$ cat src/hdl/fdi_defs.vh
`ifndef FDI_DEFS_VH
`define FDI_DEFS_VH
// microword bit positions
`define FDI_UW_STEP_IN   6
`define FDI_UW_STEP_OUT  4
`define FDI_UW_HEAD_LOAD 2
// sector counter
`define FDI_SCT_W        4
`define FDI_SCT_ZERO     4'h0
// access delay
`define FDI_ACCESS_MS    10
`define FDI_CLK_KHZ      125000
// bcd write-clock counter
`define FDI_BCD_LAST     4'h9
`define FDI_BCD_ZERO     4'h0
`define FDI_WCLK_A_CNT   4'h0
`define FDI_WCLK_B_CNT   4'h5
// drive select codes
`define FDI_DRV0         2'h0
`define FDI_DRV1         2'h1
`define FDI_DRV2         2'h2
// serial bits per byte
`define FDI_BITS_LAST    3'h7
`define FDI_BITS_ZERO    3'h0
`endif

$ cat src/hdl/fdi_drive_if.v
// Operation
// RULE1 - sector counter advances on every second sector mark, counting 0 to 15
// RULE2 - index mark clears that drive's sector counter each revolution
// RULE3 - sector and index inputs sampled at execute phase before use
// RULE4 - sector count output muxed by current drive select
// RULE5 - three-drive mux: drive 0 versus 1, then result versus 2
// RULE6 - two or three drive build, one sector counter each
// RULE7 - with control gate, bit 6 steps in, bit 4 steps out
// RULE8 - control gate with bit 2 raises head-load strobe for selected drive
// RULE9 - optional head-loaded status bit, else software reloads head
// RULE10 - write clock: halve oscillator, decade count, decode two bit clocks
// RULE11 - two-drive build selects 10 MHz or 5 MHz time base
// RULE12 - read data and drive status taken only from selected drive
// RULE13 - write data, enable, unsafe reset go only to selected drive
// RULE14 - sector mark status set when a sector mark arrives
// RULE15 - certain status bits clocked at address-update phase
// RULE16 - byte ready after eight serial bits gathered or due
// RULE17 - ten millisecond access delay timer available
// RULE18 - execute phase is where the microinstruction takes effect
// RULE19 - strobes last one machine cycle, none without control gate
`timescale 1ns/1ps
`default_nettype none
`include "fdi_defs.vh"
module fdi_drive_if #(
  parameter NDRV       = 3,
  parameter HLD_STATUS = 1,
  parameter ACCESS_CYC = (`FDI_ACCESS_MS * `FDI_CLK_KHZ)
) (
  input  wire                  clk,
  input  wire                  rstn,
  input  wire                  execute_phase,
  input  wire                  address_update_phase,
  input  wire [15:0]           microword_bits,
  input  wire                  mechanical_control_gate,
  input  wire [1:0]            drive_sel,
  input  wire                  osc_10mhz,
  input  wire                  time_base_full,
  input  wire [NDRV-1:0]       sector_mark_pulse,
  input  wire [NDRV-1:0]       index_mark,
  input  wire [NDRV-1:0]       read_data_in,
  input  wire [NDRV-1:0]       track_zero_in,
  input  wire [NDRV-1:0]       file_ready_in,
  input  wire [NDRV-1:0]       read_clock_in,
  input  wire [NDRV-1:0]       head_loaded_in,
  input  wire                  write_data,
  input  wire                  write_enable,
  input  wire                  file_unsafe_reset,
  input  wire                  serial_bit,
  input  wire                  sector_status_clear,
  input  wire                  access_start,
  output reg  [`FDI_SCT_W-1:0] sector_count_bits,
  output reg                   sector_mark_status,
  output reg                   head_loaded_status,
  output reg                   byte_ready_status,
  output reg                   track_zero_flag,
  output reg                   read_data,
  output reg                   file_ready,
  output reg                   read_clock,
  output reg  [NDRV-1:0]       step_in,
  output reg  [NDRV-1:0]       step_out,
  output reg  [NDRV-1:0]       head_load_strobe,
  output reg  [NDRV-1:0]       drv_write_data,
  output reg  [NDRV-1:0]       drv_write_enable,
  output reg  [NDRV-1:0]       drv_unsafe_reset,
  output reg                   write_bit_timing_a,
  output reg                   write_bit_timing_b,
  output reg                   time_base,
  output reg                   access_delay
);

  // two-stage selection of one bit per drive
  function sel_bit;
    input [2:0] v;
    input [1:0] s;
    reg         first;
    begin
      first = (s == `FDI_DRV1) ? v[1] : v[0];
      sel_bit = (s == `FDI_DRV2) ? v[2] : first;
    end
  endfunction

  // one-hot mask of the selected drive
  function [NDRV-1:0] drv_mask;
    input [1:0] s;
    integer     k;
    begin
      drv_mask = {NDRV{1'b0}};
      for (k = 0; k < NDRV; k = k + 1) begin
        if (s == k[1:0]) drv_mask[k] = 1'b1;
      end
    end
  endfunction

  localparam NIN = 7;
  wire [NIN*NDRV-1:0] pin_vec = {head_loaded_in, read_clock_in, file_ready_in,
                                 track_zero_in, read_data_in, index_mark,
                                 sector_mark_pulse};

  // three-flop synchronisers on all drive pins plus oscillator
  reg [NIN*NDRV:0] sync1;
  reg [NIN*NDRV:0] sync2;
  reg [NIN*NDRV:0] sync3;
  always @(posedge clk or negedge rstn) begin
    if (!rstn) begin
      sync1 <= {(NIN*NDRV+1){1'b0}};
      sync2 <= {(NIN*NDRV+1){1'b0}};
      sync3 <= {(NIN*NDRV+1){1'b0}};
    end else begin
      sync1 <= {osc_10mhz, pin_vec};
      sync2 <= sync1;
      sync3 <= sync2;
    end
  end

  // filtered levels: change only when stages two and three agree
  reg [NIN*NDRV:0] pin_lvl;
  always @(posedge clk or negedge rstn) begin
    if (!rstn) begin
      pin_lvl <= {(NIN*NDRV+1){1'b0}};
    end else begin
      pin_lvl <= (sync2 & sync3) | (pin_lvl & (sync2 | sync3));
    end
  end

  wire [NDRV-1:0] scm_l = pin_lvl[NDRV-1:0];
  wire [NDRV-1:0] idx_l = pin_lvl[2*NDRV-1:NDRV];
  wire [2:0] rd_v  = pin_lvl[3*NDRV-1:2*NDRV];
  wire [2:0] tk_v  = pin_lvl[4*NDRV-1:3*NDRV];
  wire [2:0] fr_v  = pin_lvl[5*NDRV-1:4*NDRV];
  wire [2:0] rc_v  = pin_lvl[6*NDRV-1:5*NDRV];
  wire [2:0] hl_v  = pin_lvl[7*NDRV-1:6*NDRV];
  wire       osc_l = pin_lvl[NIN*NDRV];

  // per-drive sector counters, sampled at execute phase
  reg [NDRV-1:0]       scm_smp;
  reg [NDRV-1:0]       idx_smp;
  reg [NDRV-1:0]       half;
  reg [`FDI_SCT_W-1:0] sct [0:NDRV-1];
  reg                  scm_event;
  integer              d;
  always @(posedge clk or negedge rstn) begin
    if (!rstn) begin
      scm_smp   <= {NDRV{1'b0}};
      idx_smp   <= {NDRV{1'b0}};
      half      <= {NDRV{1'b0}};
      scm_event <= 1'b0;
      for (d = 0; d < NDRV; d = d + 1) sct[d] <= `FDI_SCT_ZERO;
    end else begin
      scm_event <= 1'b0;
      if (execute_phase) begin
        scm_smp <= scm_l; // RULE3
        idx_smp <= idx_l; // RULE3
        for (d = 0; d < NDRV; d = d + 1) begin // RULE6
          if (idx_l[d] && !idx_smp[d]) begin
            sct[d]  <= `FDI_SCT_ZERO; // RULE2
            half[d] <= 1'b0;
          end else if (scm_l[d] && !scm_smp[d]) begin
            half[d] <= ~half[d];
            if (half[d]) sct[d] <= sct[d] + 4'h1; // RULE1
          end
        end
        if (|(scm_l & ~scm_smp & drv_mask(drive_sel))) scm_event <= 1'b1;
      end
    end
  end

  // count of selected drive, two-stage in three-drive build
  wire [2:0] cnt_b0 = {sct[NDRV-1][0], sct[1][0], sct[0][0]};
  wire [2:0] cnt_b1 = {sct[NDRV-1][1], sct[1][1], sct[0][1]};
  wire [2:0] cnt_b2 = {sct[NDRV-1][2], sct[1][2], sct[0][2]};
  wire [2:0] cnt_b3 = {sct[NDRV-1][3], sct[1][3], sct[0][3]};
  wire [1:0] sel_eff = (NDRV == 3) ? drive_sel : {1'b0, drive_sel[0]};

  // selected-drive status and mux outputs
  always @(posedge clk or negedge rstn) begin
    if (!rstn) begin
      sector_count_bits <= `FDI_SCT_ZERO;
      track_zero_flag   <= 1'b0;
      read_data         <= 1'b0;
      file_ready        <= 1'b0;
      read_clock        <= 1'b0;
      drv_write_data    <= {NDRV{1'b0}};
      drv_write_enable  <= {NDRV{1'b0}};
      drv_unsafe_reset  <= {NDRV{1'b0}};
    end else begin
      sector_count_bits <= {sel_bit(cnt_b3, sel_eff), sel_bit(cnt_b2, sel_eff),
                            sel_bit(cnt_b1, sel_eff), sel_bit(cnt_b0, sel_eff)}; // RULE4 RULE5
      read_data         <= sel_bit(rd_v, sel_eff); // RULE12
      file_ready        <= sel_bit(fr_v, sel_eff); // RULE12
      read_clock        <= sel_bit(rc_v, sel_eff); // RULE12
      track_zero_flag   <= sel_bit(tk_v, sel_eff); // RULE12
      drv_write_data    <= drv_mask(drive_sel) & {NDRV{write_data}}; // RULE13
      drv_write_enable  <= drv_mask(drive_sel) & {NDRV{write_enable}}; // RULE13
      drv_unsafe_reset  <= drv_mask(drive_sel) & {NDRV{file_unsafe_reset}}; // RULE13
    end
  end

  // status bits latched at address-update phase; set beats clear
  reg scm_pend;
  reg bits_due;
  always @(posedge clk or negedge rstn) begin
    if (!rstn) begin
      scm_pend           <= 1'b0;
      sector_mark_status <= 1'b0;
      head_loaded_status <= 1'b0;
      byte_ready_status  <= 1'b0;
    end else begin
      if (scm_event) begin
        scm_pend <= 1'b1; // RULE14
      end else if (address_update_phase) begin
        scm_pend <= 1'b0;
      end
      if (address_update_phase) begin
        if (scm_pend || scm_event) begin
          sector_mark_status <= 1'b1; // RULE14 RULE15
        end else if (sector_status_clear) begin
          sector_mark_status <= 1'b0;
        end
        head_loaded_status <= (HLD_STATUS != 0) && sel_bit(hl_v, sel_eff); // RULE9 RULE15
        byte_ready_status  <= bits_due; // RULE16 RULE15
      end
    end
  end

  // serial bit count, byte due on eighth bit
  reg [2:0] bit_cnt;
  always @(posedge clk or negedge rstn) begin
    if (!rstn) begin
      bit_cnt  <= `FDI_BITS_ZERO;
      bits_due <= 1'b0;
    end else begin
      if (serial_bit) begin
        bit_cnt  <= bit_cnt + 3'h1;
        bits_due <= (bit_cnt == `FDI_BITS_LAST); // RULE16
      end else if (address_update_phase) begin
        bits_due <= 1'b0;
      end
    end
  end

  // step and head-load strobes at execute phase, one machine cycle
  always @(posedge clk or negedge rstn) begin
    if (!rstn) begin
      step_in          <= {NDRV{1'b0}};
      step_out         <= {NDRV{1'b0}};
      head_load_strobe <= {NDRV{1'b0}};
    end else if (execute_phase) begin // RULE18
      step_in          <= drv_mask(drive_sel) & {NDRV{mechanical_control_gate &
                          microword_bits[`FDI_UW_STEP_IN]}}; // RULE7 RULE19
      step_out         <= drv_mask(drive_sel) & {NDRV{mechanical_control_gate &
                          microword_bits[`FDI_UW_STEP_OUT]}}; // RULE7 RULE19
      head_load_strobe <= drv_mask(drive_sel) & {NDRV{mechanical_control_gate &
                          microword_bits[`FDI_UW_HEAD_LOAD]}}; // RULE8 RULE19
    end
  end

  // write clock: halve oscillator, decade count, decode
  reg       osc_q;
  reg       half_osc;
  reg [3:0] bcd;
  wire      osc_rise = osc_l && !osc_q;
  always @(posedge clk or negedge rstn) begin
    if (!rstn) begin
      osc_q              <= 1'b0;
      half_osc           <= 1'b0;
      bcd                <= `FDI_BCD_ZERO;
      time_base          <= 1'b0;
      write_bit_timing_a <= 1'b0;
      write_bit_timing_b <= 1'b0;
    end else begin
      osc_q <= osc_l;
      if (osc_rise) begin
        half_osc <= ~half_osc; // RULE10
        if (half_osc) begin
          bcd <= (bcd == `FDI_BCD_LAST) ? `FDI_BCD_ZERO : bcd + 4'h1; // RULE10
        end
      end
      time_base <= (NDRV == 2 && !time_base_full) ? half_osc : osc_l; // RULE11
      write_bit_timing_a <= (bcd == `FDI_WCLK_A_CNT); // RULE10
      write_bit_timing_b <= (bcd == `FDI_WCLK_B_CNT); // RULE10
    end
  end

  // ten millisecond access delay
  reg [31:0] acc_cnt;
  always @(posedge clk or negedge rstn) begin
    if (!rstn) begin
      acc_cnt      <= 32'h0;
      access_delay <= 1'b0;
    end else if (access_start) begin
      acc_cnt      <= ACCESS_CYC; // RULE17
      access_delay <= 1'b1;
    end else if (acc_cnt != 32'h0) begin
      acc_cnt      <= acc_cnt - 32'h1;
      access_delay <= (acc_cnt != 32'h1);
    end
  end

endmodule // fdi_drive_if
`default_nettype wire

$ cat config.mk
export PLATFORM = sky130hd
export DESIGN_NAME = fdi_drive_if
export DESIGN_NICKNAME = d
export VERILOG_FILES = /design/src/hdl/fdi_drive_if.v
export VERILOG_INCLUDE_DIRS = /design/src /design/src/hdl
export SDC_FILE = /design/constraint.sdc
export NUM_CORES = 1
export LEC_CHECK = 0
export ABC_AREA = 0
export BUFFER_PORTS_ARGS = -buffer_cell sky130_fd_sc_hd__buf_2
export CORE_MARGIN = 2
export CORE_UTILIZATION = 43
export CTS_CLUSTER_DIAMETER = 120
export CTS_CLUSTER_SIZE = 14
export DETAILED_ROUTE_END_ITERATION = 6
export GPL_ROUTABILITY_DRIVEN = 1
export GPL_TIMING_DRIVEN = 0
export SYNTH_ARGS = -nofsm -noshare
export SYNTH_HDL_FRONTEND = slang
export SYNTH_SLANG_ARGS = --single-unit
$ cat constraint.sdc
create_clock -name clk -period 4.3 [get_ports clk]
set_input_delay 0.215 -clock clk [delete_from_list [all_inputs] [get_ports clk]]
set_output_delay 0.215 -clock clk [all_outputs]
set_load 0.02 [all_outputs]
==> reports/results.ini <==
[logic_synthesis]
syn-num-nets = 634
synth.top_cells.by_area = dfrtp_1 65%, maj3_1 3.1%, o21ai_0 2.4%
yosys_register_bits = 185
synth_commonest_cells = 185 x dfrtp_1, 34 x o21ai_0, 33 x a21oi_1, 23 x nand2_1, 22 x maj3_1
synthCells = 575
avgSynthCellArea_um2 = 12.4
ys_async_sr_fraction_pct = 100
synth_edf_count = 0
synth.most_common_cell = dfrtp_1
seq_area_frac_synth_pct = 64.8
netlist.area_leader.share_pct = 64.8
synth_flop_cell = dfrtp_1
synth_cell_types = 47
yosys.area.top_type = dfrtp_1
ys_warn_count = 0
netlist_area_um2 = 7150

[drt]
wl_um = 13500
dr_total_vias = 4774
drtIter0Drc = 289
ant_nets = 0
drc = 0
wire_per_inst_um = 14.7
drt_first_pass_iters = 4
viasPerCell = 5.19

[cells_and_area]
area_delta_synth_final_pct = 20.2
drive_above_1_share_pct = 18.3
final_nets = 746
post-route-util_pct = 52.4
final_area_um2 = 8590
n_fill_cell = 1453
fin_cells = 920
diodes = 0

[floorplanning]
coreArea_um2 = 16400
die_h_um = 133
io_pins = 85
dieArea_um2 = 17700
start_util_pct = 43.6
row_count = 47
die_w_um = 133

[worst_setup_path]
reg2regPathDepth = 9
reg2reg_to = acc_cnt[29]
crit_path_start_kind = register
critPathArrivalTime_ps = 3500
crit_start = acc_cnt[8]
crit_path_end_kind = register
ff2ff_setup_slack_ps = 1150
required_ps = 4650
reg2reg_from = acc_cnt[8]
cp_max_fo = 10
path_class = register to register

[min_path]
min_to = drv_unsafe_reset[1]
hp-start = file_unsafe_reset
hp-class = primary input to register
holdPathStages = 2

[pwr]
power_mw = 3.96
leakage_nw = 3.74
peakVddDrop_mv = 0.287
powerDensity_nw_per_um2 = 461

[global_route]
grt_pass1_wl_um = 23300
track_usage_pct = 16.5
grt_max_degree = 116
antenna_found_initial = 0
grt_overflow_total = 0
grt_pass1_vias = 4898

[cts]
path_clk_slew_ps = 70
cts_max_level = 4
cts_resized = 0
numCtsBuffers = 17
clockBufferDepth = 2
cts_tree = yes
post-cts-setup-buffers = 0
ctsHoldBuffers = 23
insertion_delay_ps = 430
clock-sinks = 185
root_buffer = clkbuf_16

[sta]
worst_slew_pin_slew_ps = 773
period_needed_ps = 3150
hold_viol = 0
fmax_mhz = 317
maxSlewHeadroom_pct = 48.0
setup_viol = 0
tns_ps = 0
fin_crit_sh_pct = 73.4
postLayoutSetupSlackWorst_ps = 1150
timing.hold.ws_ps = 16.4
fin_skew_ps = 10.3
grt_setup_unrepaired = no
maxSlewViolCount = 0

[placement]
gp_congestion = 0.819
io_buffers = 69
place_area_um2 = 7800
dp_hpwl_um = 9120
dp_cells = 865
dp_slack_ps = 1180

[run_status]
status = finished, final reports clean

[flow_run]
drv_cap = 0

[state kept, by name (all words and copies together), names as in the netlist, 4 cells and up]
name and cells:
bcd 4, sync2 22, pin_lvl 22, acc_cnt 32, sector_count_bits 4, sync3 22, sync1 22
[layout make-up]
cell class	instances	area (um2)	share of cell area, %
Buffer	23	97.6	1.14
Tap cell	220	275	3.20
Clock buffer	21	470	5.48
Clock inverter	11	86.3	1.00
Inverter	15	56.3	0.655
Timing Repair Buffer	93	613	7.14
Multi-Input combinational cell	352	2360	27.5
Sequential cell	185	4630	53.9
[placed cells by master, fill, tap and decap left out, drive strengths merged, types with 9 or more instances in the layout]
master and n:
a211oi 9, a21oi 33, and2 11, buf 76, clkbuf 38, dfrtp 185, dlygate4sd3 23, inv 19
maj3 22, mux2 13, mux2i 12, nand2 23, nand3 15, nand4 12, nor2 21, nor2b 19
nor3 12, nor4 9, o21ai 34, o31ai 11, or3 17, or4 21
[worst max-delay path by stage]
stage	endpoint	slack (ps)	depth (start not counted)
floorplan	acc_cnt[19]	1670	7
global placement	half_osc	140	1
detailed placement	acc_cnt[29]	1180	9
CTS	acc_cnt[25]	1150	9
global route	acc_cnt[29]	990	9
finish	acc_cnt[29]	1150	9
[kinds of logic (layout without fill, tap and decap cells)]
family                     count (synthesis)  count (layout)  share of synthesized area, %
adders and majority gates                 29              29                          4.31
xor gates and xnor gates                  10              10                          1.23
buffers and inverters                     38             163                          2.15
muxes                                     25              25                          3.73
DFF                                      185             185                          64.8
and+or+nand+nor                          183             183                          15.0
AOI/OAI and AO/OA                        105             105                          8.83
[worst max-delay path: stages, from the launching register on]
cell	delay, ps
dfrtp_1	410
or4_1	530
buf_2	170
or3_1	390
buf_6	160
nor4_4	480
buf_2	330
buf_2	300
o21ai_0	140
a21oi_1	150
[metal layers]
metal  GRT usage, %  share of wire (%)  vias to the layer above
met5              0                  0                        -
met4           6.21                1.1                        0
met3           3.64                3.8                       13
met2           27.3                 50                      100
met1           21.5                 45                     2357
li1               -                  -                     2304
[report_power, final]
part / switching (mW) / leakage, nW / internal (mW)
Combinational: 0.251 / 1.21 / 0.206
Sequential: 0.138 / 2.26 / 1.92
Clock: 0.658 / 0.271 / 0.794
No activity file was read; power rests on OpenSTA's default activity.
